File: config.mk
export PLATFORM = sky130hd
export DESIGN_NAME = tlc_cmd_decoder
export DESIGN_NICKNAME = d
export VERILOG_FILES = /design/src/rtl/tlc_pkg.sv /design/src/rtl/tlc_cmd_decoder.sv
export SDC_FILE = /design/constraint.sdc
export NUM_CORES = 1
export LEC_CHECK = 0
export ABC_CLOCK_PERIOD_IN_PS = 2800
export BUFFER_PORTS_ARGS = -buffer_cell sky130_fd_sc_hd__buf_2
export CAP_MARGIN = 20
export CORE_UTILIZATION = 47
export DETAILED_ROUTE_END_ITERATION = 16
export HOLD_SLACK_MARGIN = 0.15
export PLACE_DENSITY = 0.78
export SLEW_MARGIN = 5
export SYNTH_ARGS = -nofsm -noshare
export SYNTH_HDL_FRONTEND = slang
export SYNTH_SLANG_ARGS = --single-unit
File: constraint.sdc
create_clock -name aclk -period 2.8 [get_ports aclk]
set_input_delay 0.28 -clock aclk [delete_from_list [all_inputs] [get_ports aclk]]
set_output_delay 0.28 -clock aclk [all_outputs]
set_load 0.02 [all_outputs]
File: src/rtl/tlc_pkg.sv
// Purpose: constants for the token lan command decoder
// Assumes: axi4-lite register access, 32-bit data
// Notes:   command encodings, register offsets, flag positions
`default_nettype none
package tlc_pkg;
  // register byte offsets
  localparam logic [3:0] TLC_OFF_CMD    = 4'h0;
  localparam logic [3:0] TLC_OFF_STATUS = 4'h4;
  localparam logic [3:0] TLC_OFF_MASK   = 4'h8;
  localparam logic [3:0] TLC_OFF_CTRL   = 4'hc;
  // status flag positions
  localparam int TLC_B_RXH  = 7;
  localparam int TLC_B_POR  = 4;
  localparam int TLC_B_RCF  = 2;
  localparam int TLC_B_ACK  = 1;
  localparam int TLC_B_TXF  = 0;
  localparam logic [7:0] TLC_FLAG_MASK = 8'h97;
  // reset value: power-on set, transmitter free
  localparam logic [7:0] TLC_STATUS_RST = 8'h11;
  // command encodings
  localparam logic [7:0] TLC_CMD_CLR_TXI = 8'h00;
  localparam logic [7:0] TLC_CMD_DIS_TX  = 8'h01;
  localparam logic [7:0] TLC_CMD_DIS_RX  = 8'h02;
  localparam logic [7:0] TLC_CMD_CLR_RXI = 8'h08;
  localparam logic [2:0] TLC_OP_TX   = 3'h3;
  localparam logic [2:0] TLC_OP_RX   = 3'h4;
  localparam logic [2:0] TLC_OP_CFG  = 3'h5;
  localparam logic [2:0] TLC_OP_CLR  = 3'h6;
  localparam int TLC_B_BCAST = 7;
  localparam int TLC_B_LONG  = 3;
  localparam int TLC_B_CLRP  = 3;
  localparam int TLC_B_CLRR  = 4;
  localparam int TLC_B_CHAIN = 0;
  localparam logic [7:0] TLC_BCAST_ID = 8'h00;
  localparam logic [1:0] TLC_RESP_OK    = 2'h0;
  localparam logic [1:0] TLC_RESP_SLVERR = 2'h2;
  typedef enum logic [1:0] {
    TLC_TX_IDLE = 2'b00,
    TLC_TX_ARMED = 2'b01,
    TLC_TX_BUSY = 2'b10
  } tlc_tx_e;
endpackage
`default_nettype wire

File: src/rtl/tlc_cmd_decoder.sv
// Purpose: command decoder and status flags of a token lan controller
// Assumes: link engine reports token, tx done/ack, rx start/done on aclk
// Notes:   registers over axi4-lite; one level interrupt from status & mask
//
// The register offsets and the AXI4-Lite register port were left to the implementer.
`default_nettype none
// Behaviour
// chaining clear codes only act in chaining mode
// disable transmitter cancels unstarted transmit
// disable transmitter: free flag at next token
// disable receiver cancels pending receive
// idle receiver disabled: halted at next token
// reception under way finishes normally
// arm transmit from page bits 4:3
// transmit command clears free and acked
// transmit completion sets free flag
// acked only on hardware ack, before free
// enable receive to page, clear halted
// bit 7 accepts broadcast packets
// destination zero is broadcast
// good reception sets halted flag
// bit c selects long or short packets
// clear flags: p power-on, r reconfig
// status bit layout, masked interrupts
// halted receiver accepts no packets
// undefined codes ignored
module tlc_cmd_decoder
  import tlc_pkg::*;
(
  // clock and reset
  input  wire logic        aclk,
  input  wire logic        aresetn,
  // axi4-lite slave
  input  wire logic [3:0]  s_axi_awaddr,
  input  wire logic        s_axi_awvalid,
  output var  logic        s_axi_awready,
  input  wire logic [31:0] s_axi_wdata,
  input  wire logic [3:0]  s_axi_wstrb,
  input  wire logic        s_axi_wvalid,
  output var  logic        s_axi_wready,
  output var  logic [1:0]  s_axi_bresp,
  output var  logic        s_axi_bvalid,
  input  wire logic        s_axi_bready,
  input  wire logic [3:0]  s_axi_araddr,
  input  wire logic        s_axi_arvalid,
  output var  logic        s_axi_arready,
  output var  logic [31:0] s_axi_rdata,
  output var  logic [1:0]  s_axi_rresp,
  output var  logic        s_axi_rvalid,
  input  wire logic        s_axi_rready,
  // link engine events
  input  wire logic        token_seen,
  input  wire logic        tx_started,
  input  wire logic        tx_done,
  input  wire logic        tx_acked,
  input  wire logic        rx_started,
  input  wire logic [7:0]  rx_dest_id,
  input  wire logic        rx_done_ok,
  input  wire logic        rx_aborted,
  input  wire logic        power_on_event,
  input  wire logic        reconfig_event,
  // link engine controls
  output var  logic        tx_go,
  output var  logic [1:0]  tx_page,
  output var  logic        rx_enable,
  output var  logic [1:0]  rx_page,
  output var  logic        rx_accept,
  output var  logic        long_packets,
  output var  logic        chain_clr_tx,
  output var  logic        chain_clr_rx,
  // interrupt
  output var  logic        irq
);

  logic [7:0] status;
  logic [7:0] mask;
  logic       chain_en;
  logic       aw_held;
  logic       w_held;
  logic [3:0] aw_addr;
  logic [31:0] w_data;
  logic [3:0] w_strb;
  tlc_tx_e    tx_state;
  logic       rx_armed;
  logic       rx_active;
  logic       rx_bcast;
  logic       txf_pend;
  logic       rxh_pend;

  // write path: address and data taken in either order
  wire do_write = aw_held && w_held && !s_axi_bvalid;
  wire wr_cmd   = do_write && (aw_addr == TLC_OFF_CMD) && w_strb[0];
  wire [7:0] cmd = w_data[7:0];
  wire [7:0] status_w1c = (do_write && aw_addr == TLC_OFF_STATUS && w_strb[0]) ? w_data[7:0] : 8'h00;

  always_ff @(posedge aclk) begin
    if (!aresetn) begin
      aw_held       <= 1'b0;
      w_held        <= 1'b0;
      aw_addr       <= 4'h0;
      w_data        <= 32'h0000_0000;
      w_strb        <= 4'h0;
      s_axi_awready <= 1'b0;
      s_axi_wready  <= 1'b0;
      s_axi_bvalid  <= 1'b0;
      s_axi_bresp   <= TLC_RESP_OK;
    end else begin
      s_axi_awready <= !aw_held && !s_axi_awready && s_axi_awvalid;
      s_axi_wready  <= !w_held && !s_axi_wready && s_axi_wvalid;
      if (s_axi_awvalid && s_axi_awready) begin
        aw_held <= 1'b1;
        aw_addr <= s_axi_awaddr;
      end
      if (s_axi_wvalid && s_axi_wready) begin
        w_held <= 1'b1;
        w_data <= s_axi_wdata;
        w_strb <= s_axi_wstrb;
      end
      if (do_write) begin
        aw_held      <= 1'b0;
        w_held       <= 1'b0;
        s_axi_bvalid <= 1'b1;
        s_axi_bresp  <= (aw_addr[1:0] != 2'b00) ? TLC_RESP_SLVERR : TLC_RESP_OK;
      end else if (s_axi_bvalid && s_axi_bready) begin
        s_axi_bvalid <= 1'b0;
      end
    end
  end

  // mask and control registers
  always_ff @(posedge aclk) begin
    if (!aresetn) begin
      mask     <= 8'h00;
      chain_en <= 1'b0;
    end else if (do_write && w_strb[0]) begin
      if (aw_addr == TLC_OFF_MASK)
        mask <= w_data[7:0] & TLC_FLAG_MASK;
      if (aw_addr == TLC_OFF_CTRL)
        chain_en <= w_data[TLC_B_CHAIN];
    end
  end

  // command decode strobes
  wire c_dis_tx = wr_cmd && cmd == TLC_CMD_DIS_TX;
  wire c_dis_rx = wr_cmd && cmd == TLC_CMD_DIS_RX;
  wire c_tx     = wr_cmd && cmd[7:5] == 3'h0 && cmd[2:0] == TLC_OP_TX;
  wire c_rx     = wr_cmd && cmd[6:5] == 2'h0 && cmd[2:0] == TLC_OP_RX;
  wire c_cfg    = wr_cmd && cmd[7:4] == 4'h0 && cmd[2:0] == TLC_OP_CFG;
  wire c_clr    = wr_cmd && cmd[7:5] == 3'h0 && cmd[2:0] == TLC_OP_CLR;
  // other codes fall through with no effect
  wire c_ctxi   = wr_cmd && cmd == TLC_CMD_CLR_TXI && chain_en;
  wire c_crxi   = wr_cmd && cmd == TLC_CMD_CLR_RXI && chain_en;

  // chaining clear strobes passed to the chaining logic
  always_ff @(posedge aclk) begin
    if (!aresetn) begin
      chain_clr_tx <= 1'b0;
      chain_clr_rx <= 1'b0;
    end else begin
      chain_clr_tx <= c_ctxi;
      chain_clr_rx <= c_crxi;
    end
  end

  // transmit scheduling
  always_ff @(posedge aclk) begin
    if (!aresetn) begin
      tx_state <= TLC_TX_IDLE;
      tx_page  <= 2'h0;
      tx_go    <= 1'b0;
      txf_pend <= 1'b0;
    end else begin
      tx_go <= 1'b0;
      case (tx_state)
        TLC_TX_IDLE: begin
          if (c_tx) begin
            tx_state <= TLC_TX_ARMED;
            tx_page  <= cmd[4:3];
          end
        end
        TLC_TX_ARMED: begin
          if (c_dis_tx) begin
            tx_state <= TLC_TX_IDLE;
          end else begin
            // a rewrite only swaps the page, never delays the start
            if (c_tx)
              tx_page <= cmd[4:3];
            if (token_seen) begin
              tx_go    <= 1'b1;
              tx_state <= TLC_TX_BUSY;
            end
          end
        end
        TLC_TX_BUSY: begin
          // a started frame is not cancelled
          if (tx_done)
            tx_state <= TLC_TX_IDLE;
        end
        default: tx_state <= TLC_TX_IDLE;
      endcase
      if (c_dis_tx)
        txf_pend <= 1'b1;
      else if (c_tx || token_seen)
        txf_pend <= 1'b0;
    end
  end

  // id is judged as it arrives with the start pulse, not before
  wire dest_ok = (rx_dest_id != TLC_BCAST_ID) || rx_bcast;

  // receive scheduling
  always_ff @(posedge aclk) begin
    if (!aresetn) begin
      rx_armed  <= 1'b0;
      rx_active <= 1'b0;
      rx_page   <= 2'h0;
      rx_bcast  <= 1'b0;
      rxh_pend  <= 1'b0;
    end else begin
      if (c_rx) begin
        rx_armed <= 1'b1;
        rx_page  <= cmd[4:3];
        rx_bcast <= cmd[TLC_B_BCAST];
        rxh_pend <= 1'b0;
      end else if (c_dis_rx) begin
        rx_armed <= 1'b0;
        rxh_pend <= !rx_active && !status[TLC_B_RXH];
      end else if (token_seen) begin
        rxh_pend <= 1'b0;
      end
      if (rx_started && rx_accept && dest_ok)
        rx_active <= 1'b1;
      else if (rx_done_ok || rx_aborted)
        rx_active <= 1'b0;
    end
  end

  // halted receiver takes nothing

  always_ff @(posedge aclk) begin
    if (!aresetn) begin
      rx_enable    <= 1'b0;
      rx_accept    <= 1'b0;
      long_packets <= 1'b0;
    end else begin
      rx_enable <= (rx_armed || c_rx) && !(c_dis_rx && !c_rx);
      rx_accept <= rx_armed && !status[TLC_B_RXH];
      if (c_cfg)
        long_packets <= cmd[TLC_B_LONG];
    end
  end

  // status flags; a hardware set wins over a clear
  always_ff @(posedge aclk) begin
    if (!aresetn) begin
      status <= TLC_STATUS_RST;
    end else begin
      status <= status & ~status_w1c;
      if (c_tx) begin
        status[TLC_B_TXF] <= 1'b0;
        status[TLC_B_ACK] <= 1'b0;
      end
      if (tx_state == TLC_TX_BUSY && tx_acked)
        status[TLC_B_ACK] <= 1'b1;
      if (tx_state == TLC_TX_BUSY && tx_done)
        status[TLC_B_TXF] <= 1'b1;
      if (txf_pend && token_seen)
        status[TLC_B_TXF] <= 1'b1;
      if (c_rx)
        status[TLC_B_RXH] <= 1'b0;
      if (rx_active && rx_done_ok)
        status[TLC_B_RXH] <= 1'b1;
      if (rxh_pend && token_seen)
        status[TLC_B_RXH] <= 1'b1;
      if (c_clr && cmd[TLC_B_CLRP])
        status[TLC_B_POR] <= 1'b0;
      if (c_clr && cmd[TLC_B_CLRR])
        status[TLC_B_RCF] <= 1'b0;
      if (power_on_event)
        status[TLC_B_POR] <= 1'b1;
      if (reconfig_event)
        status[TLC_B_RCF] <= 1'b1;
    end
  end

  always_ff @(posedge aclk) begin
    if (!aresetn)
      irq <= 1'b0;
    else
      irq <= |(status & mask);
  end

  // read path
  always_ff @(posedge aclk) begin
    if (!aresetn) begin
      s_axi_arready <= 1'b0;
      s_axi_rvalid  <= 1'b0;
      s_axi_rdata   <= 32'h0000_0000;
      s_axi_rresp   <= TLC_RESP_OK;
    end else begin
      s_axi_arready <= !s_axi_arready && !s_axi_rvalid && s_axi_arvalid;
      if (s_axi_arvalid && s_axi_arready) begin
        s_axi_rvalid <= 1'b1;
        s_axi_rresp  <= TLC_RESP_OK;
        case (s_axi_araddr)
          TLC_OFF_CMD:    s_axi_rdata <= 32'h0000_0000;
          TLC_OFF_STATUS: s_axi_rdata <= {24'h00_0000, status};
          TLC_OFF_MASK:   s_axi_rdata <= {24'h00_0000, mask};
          TLC_OFF_CTRL:   s_axi_rdata <= {29'h0000_0000, long_packets, 1'b0, chain_en};
          default: begin
            s_axi_rdata <= 32'h0000_0000;
            s_axi_rresp <= TLC_RESP_SLVERR;
          end
        endcase
      end else if (s_axi_rvalid && s_axi_rready) begin
        s_axi_rvalid <= 1'b0;
      end
    end
  end
endmodule
`default_nettype wire

==> results of run 1 <==
[area by class of cell]
type / count / area, µm² / share of cell area
clock buffer: 12 / 155 / 0.0484
inverter: 5 / 18.8 / 0.00586
multi-input combinational: 227 / 1270 / 0.396
sequential: 62 / 1240 / 0.388
clock inverter: 4 / 45.0 / 0.0141
tap: 72 / 90.1 / 0.0281
timing repair buffer: 72 / 383 / 0.120
[critical path: stages, from the launching register on]
cell and delay, ps:
dfxtp_1 340, or4b_4 570, or4_4 510, or3_1 390, a32o_1 210
[cell families after synthesis]
group	share of synthesized area
compound gates	0.140
mux	0.0533
buf+inv	0.0972
simple gates	0.244
other cells	0.00140
flops	0.464
[sequential cells by signal, indices dropped and copies added (netlist names), 2 cells and up]
name,count
aw_addr,4
mask,5
rx_page,2
s_axi_rdata,8
status,8
tx_page,2
tx_state,2
w_data,8
[routing by layer]
metal  GRT usage  vias to the layer above  routed length [µm]
met4      0.0774                        0                  53
met1       0.246                     1056                2660
met5           0                        -                   0
li1            -                     1168                   -
met3      0.0824                        6                 396
met2       0.331                       87                2700
[final timing paths]
kind                      startpoint                       to  slack (ps)
min                     s_axi_wvalid  s_axi_wready$_SDFF_PN0_         180
max reg2reg  aw_addr[1]$_SDFFE_PN0P_     status[1]$_SDFF_PN0_         680
max          aw_addr[1]$_SDFFE_PN0P_     status[1]$_SDFF_PN0_         680
min reg2reg     status[3]$_SDFF_PN0_     status[3]$_SDFF_PN0_         430
[metrics by stage]
step	instances	hold WS, ps	total power (µW)	cell area [µm²]	utilization
2_1_floorplan	332	386	1040	2770	-
3_3_place_gp	436	425	1060	2980	0.542
3_5_place_dp	436	422	1070	2980	0.542
4_1_cts	454	151	1850	3200	0.582
5_1_grt	454	161	1900	3200	0.582
6_report	454	176	1830	3200	0.582
[cells in the final DEF, fill, tap and decap left out, types with 6 or more instances in the layout]
master and instances:
buf_2 65, nand2_1 43, nor2_1 33, nor2b_1 6, a22oi_1 10, nor3_1 10, nand3_1 7, mux2i_1 12
conb_1 26, a21oi_1 25, dfxtp_1 62, clkbuf_8 11
[power by group through the flow]
stage | combinational [µW] | sequential (µW) | clock (µW)
final | 137 | 913 | 776
after global routing | 150 | 915 | 835
after CTS | 137 | 913 | 801
after detailed placement | 135 | 932 | 0
after global placement | 133 | 931 | 0
after floorplan | 111 | 929 | 0
==> run metrics, run 1 <==
IR drop worst, VDD 0.000442 V; DP HPWL 4190 µm; main area contributors after synthesis dfxtp_1, buf_4, nand2_1; drt first-iter violations 120; clk sinks 62; NetSw 429 µW; P per Cell Area 570 nW/µm²; top-count cell post-synth dfxtp_1; initial antenna violation count 0; data arrival time of the critical path 2350 ps; Slew @ Worst Pin 630 ps; CP Capture Type flop; Max Clock Skew 6.09 ps; number of flops mapped to enable cells by yosys 0; Comb power frac 0.075; WP data required 3030 ps; Die Span X 77.5 µm; n_diodes 0; die area 6000 µm²; R2R depth 4; asr flop ratio synth 0; Int Pwr 1400 µW; ANT nets after route 0; Fmax 0.471 GHz; Slew HR 0.574; sequential share of power 0.500; area delta synth->final 19.6%; Clock H-tree levels 3; Post-synth top cells dfxtp_1, nand2_1, nor2_1; Synth top area share 0.464; vias in the first global route 2085; outcome complete, no violations; CTS tree yes; Tmin final 2120 ps; Worst-path clk slew 60 ps; Setup WS pre-CTS 695 ps; Core Footprint 5510 µm²; PortBufs 65; max_cap viols 0; Cell Area, Synth 2680 µm²; Final Max Tran Viols 0; worst hold stages 3; Synth Area per Inst 8.72 µm²; RSZ-0062 raised after global routing no; Skew-Pair Late Insertion Delay 340 ps; Hold Buf Count CTS 2; Post-route DRC 0; Hold/Removal Path Class primary input to flop; Synth Register Bits 62; largest net degree at the start of global routing 25; Final Hold Fails 0; global-route wire length before repair 9470 µm; Crit Path Max Fanout 5; 1st-pass router iterations 5; nets@finish 445; # resized after CTS 0; routed wire length 5810 µm; Leak 0.00137 µW; Total GRT Usage 0.206; setup bufs post-CTS 0; Clock power frac 0.425; Fillers 524; std cell rows 27; CTS buffer count 9; Sum Neg Setup Slack 0 ps; Netlist cell types 47; post-route worst setup slack 679 ps; clock tree buffer depth 2; grt ovf 0; Setup CP Type flop to flop; Initial Util 0.486; chip height 77.5 µm; top_reg_cell synth dfxtp_1; Avg Vias per Cell 5.10; switch share 0.235; Syn Inst Count 307; layout cell share with drive strength beyond 1 0.241; root buffer cell clkbuf_8; Synth area leader dfxtp_1; startpoint class of the critical path flop; DR vias 2317; Placer Congestion 0.869; warnings from Yosys 0; Finish-stage setup viols 0; Period Utilization, post-route 0.758; num ports 120; DR WL/cell 12.8 µm; Seq/Total Area, Yosys 0.464
Note: power is estimated with default switching activity, not from simulation.
==> inputs of run 2 (changes only) <==
--- a/config.mk
+++ b/config.mk
@@ -5,13 +5,13 @@
 export SDC_FILE = /design/constraint.sdc
 export NUM_CORES = 1
 export LEC_CHECK = 0
-export ABC_CLOCK_PERIOD_IN_PS = 2800
+export ABC_CLOCK_PERIOD_IN_PS = 1900
 export BUFFER_PORTS_ARGS = -buffer_cell sky130_fd_sc_hd__buf_2
 export CAP_MARGIN = 20
-export CORE_UTILIZATION = 47
+export CORE_UTILIZATION = 42
 export DETAILED_ROUTE_END_ITERATION = 16
 export HOLD_SLACK_MARGIN = 0.15
-export PLACE_DENSITY = 0.78
+export PLACE_DENSITY = 0.73
 export SLEW_MARGIN = 5
 export SYNTH_ARGS = -nofsm -noshare
 export SYNTH_HDL_FRONTEND = slang
==> constraint.sdc (replaced) <==
create_clock -name aclk -period 1.9 [get_ports aclk]
set_input_delay 0.19 -clock aclk [delete_from_list [all_inputs] [get_ports aclk]]
set_output_delay 0.19 -clock aclk [all_outputs]
set_load 0.02 [all_outputs]
==> run 2 against run 1 <==
  * The flow now finishes with violations (setup timing)
  * Via count up 8.1%
  * Sequential power is 47% higher
  * Register-to-register slack worse by 710 ps
  * Die area increased by 12%
  * Critical path type unchanged
==> run metrics, run 2 (synthesis gave the netlist of run 1 again) <==
outcome finished with violations; violations in the final reports setup timing; ANT nets after route 0 (unchanged); data arrival time of the critical path 2180 ps (-170 ps); CTS buffer count 9 (unchanged); design area 3590 µm² (+12%); Setup WS pre-CTS -37.1 ps (-732 ps); drt first-iter violations 95 (-21%); CTS tree yes; Final Max Tran Viols 0 (unchanged); Fmax 0.517 GHz (+9.6%); WL met1 2830 µm (+6.2%); nets@finish 482 (+8.3%); P per Cell Area 790 nW/µm² (+39%); num ports 120 (unchanged); most frequent cells in the layout buf_2, dfxtp_1, nand2_1, nor2_1, conb_1; IR drop worst, VDD 0.000577 V (+30%); vias in the first global route 2333 (+12%); clock tree buffer depth 2 (unchanged); Max Clock Skew 8.20 ps (+2.11 ps); Setup crit end status[1]$_SDFF_PN0_; R2R depth 4 (unchanged); minimum setup slack among reg-to-reg paths -40 ps (-710 ps); r2r startpoint aw_addr[2]$_SDFFE_PN0P_; Finish-stage setup viols 2 (+2); Placer Congestion 0.870 (+0.12%); Worst-path clk slew 70 ps (about the same); CP Capture Type flop; std cell rows 28 (+3.7%); Total GRT Usage 0.216 (+0.00958); die area 6700 µm² (+12%); top routing layer used met4; Initial Util 0.444 (-0.0419); Skew-Pair Late Insertion Delay 350 ps (about the same); placed inst area 3090 µm² (+3.7%); Avg Vias per Cell 5.07 (-0.64%); routed wire length 6640 µm (+14%); Leak 0.00155 µW (+13%); post-route worst setup slack -35.4 ps (-714 ps); chip height 81.8 µm (+5.6%); Core Footprint 6030 µm² (+9.4%); startpoint class of the critical path flop; PortBufs 65 (unchanged); grt ovf 0 (unchanged); Layout Utilization 0.596 (+0.0145); Period Utilization, post-route 1.02 (+0.261); RSZ-0062 raised after global routing yes; largest net degree at the start of global routing 18 (-28%); WP data required 2150 ps (-880 ps); initial antenna violation count 0 (unchanged); Setup CP Type flop to flop; Die Span X 81.8 µm (+5.6%); layout cell share with drive strength beyond 1 0.274 (+0.0336); global-route wire length before repair 10500 µm (+11%); Crit Path Max Fanout 3 (-2); max_cap viols 0 (unchanged); Post-route DRC 0 (unchanged); root buffer cell clkbuf_8; Tmin final 1940 ps (-186 ps); Final Hold Fails 0 (unchanged); worst hold stages 3 (unchanged); Setup crit start aw_addr[2]$_SDFFE_PN0P_; DR WL/cell 13.4 µm (+5.1%); clk sinks 62 (unchanged); 1st-pass router iterations 4 (-1); area delta synth->final 34.2%; worst r2r dst status[1]$_SDFF_PN0_; n_diodes 0 (unchanged); DR vias 2505 (+8.1%); DP HPWL 4640 µm (+11%); most common cell after layout, fill and taps aside buf_2; Largest regs s_axi_rdata: 8 flops, status: 8 flops, w_data: 8 flops; met3 wire length 403 µm (+1.8%); Clock H-tree levels 3 (unchanged); Met2 Routed Length 3280 µm (+21%); Hold/Removal Path Class primary input to flop
==> run 2: worst min-delay path by stage <==
| stage | endpoint | slack, ps | from |
|---|---|---|---|
| after global routing | status[7]$_SDFF_PN0_ | 160 | rx_done_ok |
| after floorplan | status[4]$_SDFF_PP1_ | 300 | power_on_event |
| after global placement | status[4]$_SDFF_PP1_ | 410 | power_on_event |
| after CTS | status[7]$_SDFF_PN0_ | 160 | rx_done_ok |
| final | status[7]$_SDFF_PN0_ | 180 | rx_done_ok |
| after detailed placement | status[4]$_SDFF_PP1_ | 410 | power_on_event |
==> run 2: through the flow <==
stage | instances | TNS (ps) | hold WS, ps | total power [µW]
global route | 494 | -314 | 165 | 2940
finish | 494 | -43.1 | 177 | 2840
floorplan | 332 | -24.8 | 296 | 1530
detailed placement | 453 | -45.9 | 410 | 1580
CTS | 493 | -56.4 | 164 | 2860
global placement | 453 | -22.2 | 405 | 1580
==> run 2: layout make-up <==
cell class,count,area [µm²]
Clock buffer,13,179
Clock inverter,3,40.0
Fill cell,548,2430
Inverter,5,18.8
Multi-Input combinational cell,227,1300
Sequential cell,62,1240
Tap cell,75,93.8
Timing Repair Buffer,109,716
==> run 2: what timing repair did <==
action / 4_1_cts / 5_1_grt
hold buffers: 24 / 0
endpoints found under the setup margin: 2 / 7
setup buffers: 0 / 1
endpoints found under the hold margin: 24 / 0
gates resized for setup: 1 / 7
==> run 2: power by group <==
| part | leakage, µW | internal [µW] | switching (µW) | total, µW |
|---|---|---|---|---|
| registers | 0.000502 | 1320 | 23.0 | 1340 |
| logic | 0.000931 | 108 | 148 | 257 |
| clock network | 0.000115 | 744 | 495 | 1240 |
| total | 0.00155 | 2170 | 667 | 2840 |
==> run 2: critical path, cell delays in order, from the launching register on <==
cell and delay (ps):
dfxtp_2 320, or4b_4 530, or4_4 440, or3_4 340
a32o_1 200
==> run 2: routing by layer <==
metal,vias up,track usage
met5,-,0
met4,0,0.0877
met3,13,0.0711
met2,82,0.379
met1,1168,0.236
li1,1242,-
